## src/core/dpc_regs.svh

```systemverilog
// Timing counts and operation summary for the dual-port RAM port controller
// Operation
// - Direction strobe stays high for the whole of every read cycle.
// - Continuous-select reads follow address; semaphore reads never use that form.
// - Address is valid no later than the falling edge of the select.
// - Direction strobe is high whenever the port address changes; a reset during a write zeroes the address as the strobe rises.
// - Never drive the data pins while the device drives them.
// - Chip select stays high through a semaphore write and following read.
// - RAM access: select and lane low, token high; token access: select high.
`ifndef DPC_REGS_SVH
`define DPC_REGS_SVH

`define DPC_CLK_NS        5
`define DPC_CYC_UP(t)     ((((t)) + `DPC_CLK_NS - 1) / `DPC_CLK_NS)
`define DPC_T_RC_NS       15
`define DPC_T_PWE_NS      12
`define DPC_T_SD_NS       10
`define DPC_T_HZ_NS       10
`define DPC_T_SWRD_NS     5
`define DPC_T_WH_NS       13
`define DPC_RC_CYC        `DPC_CYC_UP(`DPC_T_RC_NS)
`define DPC_PWE_CYC       `DPC_CYC_UP(`DPC_T_PWE_NS)
`define DPC_SD_CYC        `DPC_CYC_UP(`DPC_T_SD_NS)
`define DPC_HZ_CYC        `DPC_CYC_UP(`DPC_T_HZ_NS)
`define DPC_SWRD_CYC      `DPC_CYC_UP(`DPC_T_SWRD_NS)
`define DPC_WH_CYC        `DPC_CYC_UP(`DPC_T_WH_NS)
`define DPC_SYNC_CYC      2
`define DPC_TOKEN_BIT     0

`endif

```

## src/core/dpc_pkg.sv

```systemverilog
// Types shared by the dual-port RAM port controller
package dpc_pkg;
    typedef logic [1:0] dpc_lanes_t;
    typedef enum logic [2:0] {
        dpc_st_idle,
        dpc_st_setup,
        dpc_st_rwait,
        dpc_st_wdir,
        dpc_st_wsel,
        dpc_st_wend,
        dpc_st_recov
    } dpc_state_t;
endpackage

```

## src/core/dpc_port_ctrl.sv

```systemverilog
// Host-side controller for one port of an asynchronous dual-port RAM
`timescale 1ns/1ps
`default_nettype none
`include "dpc_regs.svh"
module dpc_port_ctrl #(
    parameter int AW = 13,
    parameter int DW = 16
) (
    input  wire logic               mclk,        // System clock
    input  wire logic               reset,       // Synchronous reset
    input  wire logic               op_req,      // Start an access
    input  wire logic               op_we,       // 1 write, 0 read
    input  wire logic               op_token,    // Access token latch instead of RAM
    input  wire logic [AW-1:0]      op_addr,     // Access address
    input  wire logic [DW-1:0]      op_wdata,    // Write data
    input  wire dpc_pkg::dpc_lanes_t op_lanes,   // Lanes, bit1 high byte, bit0 low byte
    output var  logic               op_ready,    // Idle, request taken
    output var  logic               op_done,     // Access finished
    output var  logic [DW-1:0]      op_rdata,    // Read data
    output var  logic               busy_seen,   // Filtered busy level, high when busy
    output var  logic               msg_flag,    // Filtered message flag, high when set
    output var  logic               cs_n,        // Chip select
    output var  logic               rw_n,        // Direction strobe, high read
    output var  logic               oe_n,        // Output enable
    output var  logic               token_select_n,     // Token latch select
    output var  logic               high_lane_enable_n, // Upper byte enable
    output var  logic               low_lane_enable_n,  // Lower byte enable
    output var  logic [AW-1:0]      addr,        // Address pins
    output var  logic [DW-1:0]      data_o,      // Data pins out
    output var  logic               data_oe,     // Data pins driven
    input  wire logic [DW-1:0]      data_i,      // Data pins in
    input  wire logic               busy_n,      // Busy pin from device
    input  wire logic               int_n        // Message flag pin from device
);
    import dpc_pkg::*;

    localparam logic [3:0] RC_CYC  = 4'(`DPC_RC_CYC + `DPC_SYNC_CYC);
    localparam logic [3:0] WP_CYC  = 4'((`DPC_PWE_CYC > `DPC_SD_CYC) ? `DPC_PWE_CYC : `DPC_SD_CYC);
    localparam logic [3:0] REC_CYC = 4'((`DPC_HZ_CYC > `DPC_SWRD_CYC) ? `DPC_HZ_CYC : `DPC_SWRD_CYC);
    localparam logic [3:0] WH_CYC  = 4'(`DPC_WH_CYC);

    typedef struct packed {
        dpc_state_t     st;
        logic [3:0]     cnt;
        logic [3:0]     bhc;
        logic           ready;
        logic           done;
        logic [DW-1:0]  rdata;
        logic           cs_n;
        logic           rw_n;
        logic           oe_n;
        logic           tok_n;
        logic           hle_n;
        logic           lle_n;
        logic [AW-1:0]  addr;
        logic [DW-1:0]  dout;
        logic           doe;
        logic [2:0]     bsy_s;
        logic [2:0]     int_s;
        logic           busy_f;
        logic           int_f;
        logic [DW-1:0]  d1;
        logic [DW-1:0]  d2;
        logic [DW-1:0]  d3;
        logic           we;
        logic           tok;
        logic [1:0]     lanes;
    } dpc_ctl_t;

    localparam dpc_ctl_t CTL_RST = '{st: dpc_st_idle, ready: 1'b1, cs_n: 1'b1, rw_n: 1'b1, oe_n: 1'b1,
                                     tok_n: 1'b1, hle_n: 1'b1, lle_n: 1'b1, bsy_s: 3'h7, int_s: 3'h7,
                                     busy_f: 1'b1, int_f: 1'b1, default: '0};

    dpc_ctl_t s_reg;
    dpc_ctl_t s_next;
    logic     busy_ok;

    assign busy_ok = s_reg.busy_f && (s_reg.bhc >= WH_CYC);

    always_comb begin
        s_next = s_reg;
        s_next.done = 1'b0;
        // Three-stage pin synchronisers, level moves once stages two and three agree
        s_next.bsy_s = {s_reg.bsy_s[1:0], busy_n};
        s_next.int_s = {s_reg.int_s[1:0], int_n};
        s_next.d1 = data_i;
        s_next.d2 = s_reg.d1;
        s_next.d3 = s_reg.d2;
        if (s_reg.bsy_s[1] == s_reg.bsy_s[2]) begin
            s_next.busy_f = s_reg.bsy_s[2];
        end
        if (s_reg.int_s[1] == s_reg.int_s[2]) begin
            s_next.int_f = s_reg.int_s[2];
        end
        if (!s_reg.busy_f) begin
            s_next.bhc = '0;
        end else if (s_reg.bhc != 4'hf) begin
            s_next.bhc = s_reg.bhc + 4'h1;
        end
        unique case (s_reg.st)
            dpc_st_idle: begin
                if (op_req) begin
                    s_next.ready = 1'b0;
                    s_next.we    = op_we;
                    s_next.tok   = op_token;
                    s_next.lanes = (op_lanes == 2'h0) ? 2'h3 : op_lanes;
                    s_next.addr  = op_addr;
                    s_next.dout  = op_wdata;
                    s_next.cnt   = '0;
                    s_next.st    = dpc_st_setup;
                end
            end
            dpc_st_setup: begin
                if (!s_reg.we) begin
                    // Select, lanes and output enable fall together after the address settled
                    s_next.cs_n  = s_reg.tok;
                    s_next.tok_n = !s_reg.tok;
                    s_next.hle_n = !s_reg.lanes[1];
                    s_next.lle_n = !s_reg.lanes[0];
                    s_next.oe_n  = 1'b0;
                    s_next.cnt   = '0;
                    s_next.st    = dpc_st_rwait;
                end else if (busy_ok) begin
                    // Slave device ignores writes while busy, so wait for busy to clear
                    s_next.rw_n  = 1'b0;
                    s_next.doe   = 1'b1;
                    s_next.hle_n = !s_reg.lanes[1];
                    s_next.lle_n = !s_reg.lanes[0];
                    s_next.st    = dpc_st_wdir;
                end
            end
            dpc_st_rwait: begin
                s_next.cnt = (s_reg.cnt == 4'hf) ? s_reg.cnt : s_reg.cnt + 4'h1;
                if ((s_reg.cnt >= RC_CYC) && (s_reg.d2 == s_reg.d3)) begin
                    s_next.rdata = s_reg.d3;
                    // Deselect after every read so token reads are never continuous
                    s_next.cs_n  = 1'b1;
                    s_next.tok_n = 1'b1;
                    s_next.oe_n  = 1'b1;
                    s_next.hle_n = 1'b1;
                    s_next.lle_n = 1'b1;
                    s_next.cnt   = '0;
                    s_next.st    = dpc_st_recov;
                end
            end
            dpc_st_wdir: begin
                // Select falls after the direction strobe so the device never drives
                s_next.cs_n  = s_reg.tok;
                s_next.tok_n = !s_reg.tok;
                s_next.cnt   = '0;
                s_next.st    = dpc_st_wsel;
            end
            dpc_st_wsel: begin
                s_next.cnt = s_reg.cnt + 4'h1;
                if (s_reg.cnt + 4'h1 >= WP_CYC) begin
                    s_next.rw_n = 1'b1;
                    s_next.st   = dpc_st_wend;
                end
            end
            dpc_st_wend: begin
                s_next.cs_n  = 1'b1;
                s_next.tok_n = 1'b1;
                s_next.hle_n = 1'b1;
                s_next.lle_n = 1'b1;
                s_next.doe   = 1'b0;
                s_next.cnt   = '0;
                s_next.st    = dpc_st_recov;
            end
            dpc_st_recov: begin
                // Covers device output turn-off and token write-to-read time
                s_next.cnt = s_reg.cnt + 4'h1;
                if (s_reg.cnt + 4'h1 >= REC_CYC) begin
                    s_next.done  = 1'b1;
                    s_next.ready = 1'b1;
                    s_next.st    = dpc_st_idle;
                end
            end
            default: begin
                // Unused state code falls back to idle
                s_next.st = dpc_st_idle;
            end
        endcase
    end

    always_ff @(posedge mclk) begin
        if (reset) begin
            s_reg <= CTL_RST;
        end else begin
            s_reg <= s_next;
        end
    end

    always_comb begin
        op_ready           = s_reg.ready;
        op_done            = s_reg.done;
        op_rdata           = s_reg.rdata;
        busy_seen          = !s_reg.busy_f;
        msg_flag           = !s_reg.int_f;
        cs_n               = s_reg.cs_n;
        rw_n               = s_reg.rw_n;
        oe_n               = s_reg.oe_n;
        token_select_n     = s_reg.tok_n;
        high_lane_enable_n = s_reg.hle_n;
        low_lane_enable_n  = s_reg.lle_n;
        addr               = s_reg.addr;
        data_o             = s_reg.dout;
        data_oe            = s_reg.doe;
    end

    a_read_dir_high: assert property (@(posedge mclk) disable iff (reset)
        !s_reg.oe_n |-> s_reg.rw_n) else $error("direction strobe low during read");
    a_addr_hold_write: assert property (@(posedge mclk) disable iff (reset)
        !s_reg.rw_n |-> $stable(s_reg.addr)) else $error("address moved while direction strobe low");
    a_addr_before_sel: assert property (@(posedge mclk) disable iff (reset)
        ($fell(s_reg.cs_n) || $fell(s_reg.tok_n)) |-> $stable(s_reg.addr)) else $error("address changed at select");
    a_no_bus_fight: assert property (@(posedge mclk) disable iff (reset)
        s_reg.doe |-> (s_reg.oe_n && $past(s_reg.oe_n, 2))) else $error("driving data while device may drive");
    a_token_cs_high: assert property (@(posedge mclk) disable iff (reset)
        !s_reg.tok_n |-> (s_reg.cs_n && (s_reg.hle_n == 1'b0 || s_reg.lle_n == 1'b0))) else $error("token access bad select");
    a_ram_select: assert property (@(posedge mclk) disable iff (reset)
        !s_reg.cs_n |-> (s_reg.tok_n && !(s_reg.hle_n && s_reg.lle_n))) else $error("ram access bad enables");
    a_write_end: assert property (@(posedge mclk) disable iff (reset)
        $rose(s_reg.rw_n) |-> (!$past(s_reg.cs_n) || !$past(s_reg.tok_n)) ##1 (s_reg.cs_n && s_reg.tok_n && !s_reg.doe))
        else $error("write did not end on direction strobe");
    a_sel_after_dir: assert property (@(posedge mclk) disable iff (reset)
        (($fell(s_reg.cs_n) || $fell(s_reg.tok_n)) && !s_reg.rw_n) |-> !$past(s_reg.rw_n) && s_reg.doe)
        else $error("select fell before direction strobe");
    a_write_pulse: assert property (@(posedge mclk) disable iff (reset)
        ($fell(s_reg.cs_n) || $fell(s_reg.tok_n)) && !s_reg.rw_n |-> !s_reg.rw_n [*3]) else $error("write pulse short");
    a_busy_holdoff: assert property (@(posedge mclk) disable iff (reset)
        $fell(s_reg.rw_n) |-> $past(busy_ok)) else $error("write started while busy");
    a_read_deselect: assert property (@(posedge mclk) disable iff (reset)
        s_reg.done |-> (s_reg.cs_n && s_reg.tok_n && s_reg.oe_n && s_reg.rw_n)) else $error("still selected at done");
endmodule
`default_nettype wire

```

## config.mk

```make
export PLATFORM = sky130hd
export DESIGN_NAME = dpc_port_ctrl
export DESIGN_NICKNAME = d
export VERILOG_FILES = /design/src/core/dpc_pkg.sv /design/src/core/dpc_port_ctrl.sv
export VERILOG_INCLUDE_DIRS = /design/src /design/src/core
export SDC_FILE = /design/constraint.sdc
export NUM_CORES = 1
export LEC_CHECK = 0
export BUFFER_PORTS_ARGS = -buffer_cell sky130_fd_sc_hd__buf_2
export CORE_ASPECT_RATIO = 0.7
export CORE_MARGIN = 1
export CORE_UTILIZATION = 50
export CTS_CLUSTER_DIAMETER = 30
export DETAILED_ROUTE_END_ITERATION = 7
export PLACE_DENSITY = 0.82
export SYNTH_ARGS = -nofsm -noshare
export SYNTH_HDL_FRONTEND = slang
export SYNTH_SLANG_ARGS = --single-unit
```

## constraint.sdc

```tcl
create_clock -name mclk -period 2 [get_ports mclk]
set_input_delay 0.3 -clock mclk [delete_from_list [all_inputs] [get_ports mclk]]
set_output_delay 0.3 -clock mclk [all_outputs]
set_load 0.02 [all_outputs]
```

# After elaboration in Yosys (flattened, before gate mapping)
# Index checks and enable logic that the tools add are counted.
# W data, S select, Z words.
[op_classes]
add_sub_neg = 2
n_mul = 0
n_div = 0
magnitude_cmp = 4
eq_ne = 20
n_shift = 0
mux = 31
bitwise_logic = 2
reduce_logical = 30
[op_table]
columns = ["op", "n"]
rows = [
  ["$pmux W3 S7", 1],
  ["$pmux W4 S5", 1],
  ["$eq A16 B16 Y1", 1],
  ["$reduce_and A3 Y1", 5],
  ["$mux W7", 2],
  ["$ne A2 B2 Y1 const B", 7],
  ["$ge A4 B2 Y1 const B", 3],
  ["$mux W3", 4],
  ["$mux W4", 3],
  ["$mux W2", 5],
  ["$eq A3 B3 Y1 const B", 3],
  ["$add A4 B1 Y4 const B", 2],
  ["$mux W1", 8],
  ["$pmux W1 S2", 4],
  ["$pmux W1 S4", 2],
  ["$reduce_and A4 Y1", 2],
  ["$reduce_bool A2 Y1", 4],
  ["$reduce_or A2 Y1", 4],
  ["$eq A3 B2 Y1 const B", 2],
  ["$ne A3 B3 Y1 const B", 2],
  ["$pmux W2 S3", 1],
  ["$logic_not A1 Y1", 5],
  ["$reduce_and A5 Y1", 1],
  ["$reduce_bool A5 Y1", 1],
  ["12 further kinds", 16],
]
[word_totals]
regBits = 125
latch_bits = 0
ramBits = 0
romBits = 0
output_inout_bits = 56
n_memories = 0

# Logic depth before layout (Yosys ltp)
# Gate-level depths: netlist of the first run.
[logic_depth]
ltp_word = 5
ltp_mapped = 10
depth_no_buf = 8

# Worst setup path before layout of the first run
# OpenSTA, ideal clock, no wires.
[synth_timing]
kind = "reg2reg"
from = "register s_reg[119] (netlist bit)"
to = "register s_reg[118] (netlist bit)"
setup_ns = 0.070
arrival_time_ns = 1.692
t_required_ns = 1.930
slack_ns = 0.238
path_stages_with_launch = 9
path_buffers = 0
path_cell_list = "dfxtp_1 -> inv_1 -> ha_1 -> nand2b_1 -> a21oi_1 -> nor2_1 -> a311oi_2 -> nor3b_1 -> o2bb2ai_1"
[synth_via]
elab_chain_len = 4
elab_cells_between_ends = 7
[synth_rtl]
columns = ["item", "line", "source"]
rows = [
  ["start: declaration", "dpc_port_ctrl.sv:74", "dpc_ctl_t s_reg;"],
  ["start signal: assignment", "dpc_port_ctrl.sv:189", "s_reg <= s_next;"],
  ["$ge A4 B3 Y1", "dpc_port_ctrl.sv:134", "if ((s_reg.cnt >= RC_CYC) && (s_reg.d2 == s_reg.d3)) begin"],
  ["$logic_and A1 B1 Y1", "dpc_port_ctrl.sv:134", ""],
  ["$mux W7 or $ne A3 B3 Y1 (tied branches)", "-", ""],
  ["$pmux W4 S5 or $reduce_and A4 Y1 (tied branches)", "-", ""],
]
# Parallel ways exist; a longest one is shown, timed or not. The select of a mux whose other input is x is not followed.
# A chain may end at the register's enable or synchronous reset.

# Final worst setup path of the first run
# Same ends and word-level chain as after synthesis.

==> impl_metrics.tcl, run 1 <==
set metrics [dict create \
    status "finished, final reports clean" \
    fp.dieW_um 121 \
    vias_per_cell 4.87 \
    synth_top_flop_cell "dfxtp_1" \
    p_int_uw 5170 \
    dp.cells 700 \
    fmax_mhz 519 \
    die_h_um 85.1 \
    track_usage_pct 18.7 \
    syn_to_final_growth_pct 19.5 \
    core-area_sq_um 9330 \
    hold_viol_final 0 \
    min_period_ns 1.93 \
    nets 655 \
    worst_ep_arrival_time_ns 2.25 \
    timing.final.crit_share_pct 96.4 \
    ys_ff_latch 125 \
    synth-edff-count 0 \
    largest_reg_flops 36 \
    drt-total-wl_mm 9.20 \
    worstMarginPinSlew_ns 0.688 \
    drt-initial-drc-count 155 \
    synth_seq_area_share_pct 50.8 \
    synth_top_area_share_pct 50.8 \
    grt_antenna_before_repair 0 \
    critPathRequiredTime_ns 2.32 \
    maxCapViolCount 0 \
    gp_congestion 0.769 \
    numCtsBuffers 17 \
    clkLatencyLatePin_ns 0.40 \
    grt_pass1_vias 3369 \
    synthArstFlopShare_pct 0 \
    grt_max_degree 69 \
    grt_overflow 0 \
    via_count 3573 \
    timing.rr.start "s_reg[119]" \
    cts_tree "built" \
    slew_headroom_pct 54.1 \
    antenna_left 0 \
    cts.sinks 125 \
    hold_path.class "input port to register" \
    yosys-top-cells-area "dfxtp_1 51%, buf_4 7.0%, nor2b_1 6.1%, nand2_1 5.5%, a21oi_1 4.7%" \
    mostFrequentLayoutCells "123 x dfxtp_1, 108 x buf_2, 72 x nand2_1" \
    synthDistinctLibCells 50 \
    p_comb_share_pct 13.9 \
    p_sw_share_pct 25.7 \
    postLayoutCellArea_sq_um 5890 \
    synth_top_cell_by_area "dfxtp_1" \
    worstSetupPathType "register to register" \
    hold_path.startpoint "int_n" \
    dieArea_sq_um 10300 \
    firstDrtPassIters 4 \
    p_leak_uw 0.00262 \
    hpwl_mm 6.24 \
    routedWlPerCell_um 12.6 \
    clkTransAtPathRegs_ns 0.06 \
    final_common_cell "dfxtp_1" \
    worstSetupEndpointType "register" \
    ir_drop_mv 0.795 \
    critPathLaunch "s_reg[119]" \
    cts-root-buf "clkbuf_16" \
    setup_viol 0 \
    start_util_pct 52.8 \
    cts.htree.levels 4 \
    drive_above_1_share_pct 27.9 \
    pin_count 110 \
    clock_skew_ns 0.00656 \
    clockBufferDepth 2 \
    finalNonFillerCells 733 \
    critPathLaunchType "register" \
    hold_slack_ns 0.0782 \
    synth_warnings 0 \
    num_rows 29 \
    final_max_slew_viol_count 0 \
    place_area_sq_um 5230 \
    clockPowerShare_pct 46.2 \
    syn_area_per_cell_sq_um 9.30 \
    finalPower_uw 6960 \
    portBuffers 109 \
    syn_area_sq_um 4930 \
    grt_pass1_wl_mm 15.2 \
    path_max_fanout 7 \
    synth_cells 530 \
    p_seq_share_pct 39.9 \
    switching_power_uw 1790 \
    drc 0 \
    diodes 0 \
    syn_nets 589 \
    power_density_nw_per_um2 1180 \
]
synthesized netlist by cell type, types with 3 or more instances:
| library cell | count |
|---|---|
| xnor2_1 | 17 |
| o21ai_0 | 9 |
| ha_1 | 5 |
| inv_1 | 12 |
| nor2_1 | 37 |
| mux2i_1 | 19 |
| nor3_1 | 8 |
| nand2b_1 | 4 |
| a21oi_1 | 46 |
| nand2_1 | 72 |
| buf_4 | 46 |
| clkbuf_1 | 17 |
| nor2b_1 | 48 |
| buf_2 | 4 |
| dfxtp_1 | 125 |
| or2_2 | 6 |
| nand4_1 | 3 |
| nand3_1 | 8 |
layer usage:
| layer | track usage, % | share of wire, % | vias up |
|---|---|---|---|
| li1 | - | - | 1833 |
| met1 | 22.2 | 44 | 1626 |
| met2 | 32.6 | 50 | 108 |
| met3 | 5.44 | 5.5 | 6 |
| met4 | 6.40 | 0.51 | 0 |
| met5 | 0 | 0 | - |
metrics by stage:
stage          setup WS [ns]  util [%]  setup TNS [ns]
3_3_place_gp           0.128      56.1               0
2_1_floorplan          0.238         -               0
3_5_place_dp         -0.0348      56.1         -0.0543
5_1_grt             -0.00516      63.1        -0.00516
6_report              0.0719      63.1               0
4_1_cts               0.0213      62.9               0
power by group through the flow:
| stage | Sequential (uW) | Combinational (uW) | Clock (uW) |
|---|---|---|---|
| 2_1_floorplan | 2820 | 770 | 0 |
| 3_3_place_gp | 2820 | 922 | 0 |
| 4_1_cts | 2770 | 963 | 3280 |
| 3_5_place_dp | 2830 | 949 | 0 |
| 5_1_grt | 2800 | 1070 | 3410 |
| 6_report | 2780 | 968 | 3220 |
worst max-delay path, cell delays in order, from the launching register on:
cell	delay (ns)
dfxtp_2	0.39
inv_1	0.07
ha_1	0.22
nand2b_1	0.18
a21oi_2	0.19
nor2_2	0.08
a311oi_2	0.20
buf_4	0.17
nor3b_1	0.20
o2bb2ai_1	0.14
cell families (layout without fill, tap and decap cells):
logic type / after synthesis / after routing / share of synthesized area, %
buffers and inverters: 84 / 163 / 10.8
XOR/XNOR: 17 / 17 / 3.02
adder cells (fa/ha/maj): 5 / 5 / 1.27
multiplexers: 19 / 19 / 3.86
AO/OA/AOI/OAI: 78 / 78 / 9.78
AND/OR/NAND/NOR: 202 / 202 / 20.5
flip-flops: 125 / 125 / 50.8
what timing repair did:
item,4_1_cts,5_1_grt
pin swaps,1,0
resized for setup,0,6
endpoints found under the hold margin,0,0
setup endpoints to repair,4,25
hold buffers,0,0
buffers inserted,1,0
layout make-up:
class / instances / area (sq um)
clock buffers: 20 / 447
clock inverters: 12 / 184
fillers: 744 / 3440
inverters: 13 / 48.8
multi-input cells: 321 / 1910
flip-flops and latches: 125 / 2500
well taps: 124 / 155
repair buffers: 118 / 641
final timing paths:
check | end | slack (ns) | cells past startpoint
worst max-delay path | s_reg[118] | 0.07 | 9
worst min-delay path | s_next[55] | 0.08 | 2
worst max register to register | s_reg[118] | 0.07 | 9
worst min register to register | s_next[56] | 0.41 | 1
Power figures use the tool's default switching activity.
==> run 2: changes to the inputs <==
- CORE_UTILIZATION: 50 -> 54
- PLACE_DENSITY: 0.82 -> 0.87
==> impl_metrics.tcl, run 2 (same netlist as run 1, synthesis figures left out) <==
set metrics [dict create \
    rrSetupSlack_ns 0.16 \
    min_period_ns 1.84 \
    grt_max_degree 68 \
    drc 0 \
    mostFrequentLayoutCells "123 x dfxtp_1, 108 x buf_2, 72 x nand2_1" \
    critPathLaunchType "register" \
    start_util_pct 56.9 \
    via_count 3597 \
    p_sw_share_pct 26.5 \
    track_usage_pct 20.8 \
    clock_skew_ns 0.0125 \
    grt_overflow 0 \
    maxCapViolCount 0 \
    grt_pass1_wl_mm 14.8 \
    power_density_nw_per_um2 1160 \
    cts_hold_buf 0 \
    grt_antenna_before_repair 0 \
    worstSetupEndpointType "register" \
    routedWlPerCell_um 12.6 \
    cts-root-buf "clkbuf_16" \
    ir_drop_mv 0.945 \
    worstSetupPathType "register to register" \
    clockPowerShare_pct 44.9 \
    cts.htree.levels 4 \
    hpwl_mm 6.29 \
    postLayoutCellArea_sq_um 5850 \
    antenna_left 0 \
    path_max_fanout 7 \
    drt-initial-drc-count 123 \
    place_ws_ns -0.0306 \
    clockBufferDepth 2 \
    place_area_sq_um 5220 \
    switching_power_uw 1800 \
    fmax_mhz 544 \
    worst_ep_arrival_time_ns 2.18 \
    dp.cells 695 \
    p_leak_uw 0.00261 \
    gp_congestion 0.861 \
    p_seq_share_pct 41.1 \
    slew_headroom_pct 55.9 \
    final_common_cell "dfxtp_1" \
    p_int_uw 4970 \
    worstMarginPinSlew_ns 0.661 \
    cts_tree "built" \
    pin_count 110 \
    drive_above_1_share_pct 27.8 \
    clkLatencyLatePin_ns 0.41 \
    numCtsBuffers 17 \
    num_rows 28 \
    drt-total-wl_mm 9.19 \
    firstDrtPassIters 4 \
    grt_pass1_vias 3318 \
    final_max_slew_viol_count 0 \
    fp.dieW_um 116 \
    core-area_sq_um 8650 \
    cts.sinks 125 \
    dieArea_sq_um 9520 \
    diodes 0 \
    rsz0062_at_grt "false" \
    portBuffers 109 \
    fin_util_pct 67.6 \
    p_comb_share_pct 13.9 \
    largest_reg_flops 36 \
    critPathRequiredTime_ns 2.34 \
    hold_viol_final 0 \
    status "finished, final reports clean" \
    setup_ws_ns 0.162 \
    timing.final.crit_share_pct 91.9 \
    finalNonFillerCells 728 \
    nets 654 \
    vias_per_cell 4.94 \
    clkTransAtPathRegs_ns 0.06 \
    syn_to_final_growth_pct 18.7 \
    hold_path.class "input port to register" \
    die_h_um 81.9 \
    setup_viol 0 \
]
[run 2: changes by cell type in the layout (fill, tap and decap cells not counted), sizes merged]
cell    delta
bufinv     -2
clkinv     +2
buf        -1
[run 2: final timing paths]
check | cells past startpoint | endpoint | startpoint
hold reg to reg | 1 | s_next[56] | s_next[55]
setup reg to reg | 9 | s_reg[118] | s_reg[119]
setup / recovery | 9 | s_reg[118] | s_reg[119]
hold / removal | 2 | s_next[55] | int_n
[run 2: timing repair]
action                                  4_1_cts  5_1_grt
gates resized for setup                       0        5
endpoints found under the setup margin        3       26
pin swaps                                     1        0
setup buffers                                 1        0
[run 2: final cells by class]
cell class                 instances  area, sq um
fill                             706         2810
clock buffer                      20          467
clock inverter                    12          134
sequential                       125         2500
inverter                          13         48.8
tap                              120          150
timing repair buffer             117          633
multi-input combinational        321         1910
[run 2: power groups by stage]
stage	Combinational (uW)	Clock (uW)	Sequential (uW)
2_1_floorplan	770	0	2820
3_3_place_gp	903	0	2820
3_5_place_dp	926	0	2830
4_1_cts	942	3090	2780
5_1_grt	1050	3210	2800
6_report	942	3040	2780
[run 2: routing by layer]
metal / GRT usage, % / part of all wire, % / vias to the layer above
met4: 9.36 / 1.0 / 0
li1: - / - / 1831
met5: 0 / 0 / -
met3: 8.27 / 5.3 / 9
met1: 23.2 / 44 / 1664
met2: 35.1 / 50 / 93
[run 2: per-stage QoR]
step | total power, uW | setup TNS, ns | hold WS (ns)
after floorplan | 3590 | 0 | 0.389
after global placement | 3730 | 0 | 0.395
after detailed placement | 3760 | -0.0306 | 0.394
after CTS | 6810 | 0 | 0.0531
after global routing | 7060 | 0 | 0.0559
final | 6760 | 0 | 0.0677
[run 2: critical path, cell delays in order (launching register included)]
cell	delay, ns
dfxtp_2	0.39
inv_1	0.08
ha_1	0.21
nand2b_1	0.15
a21oi_1	0.14
nor2_1	0.10
a311oi_2	0.20
buf_4	0.18
nor3b_2	0.18
o2bb2ai_1	0.13
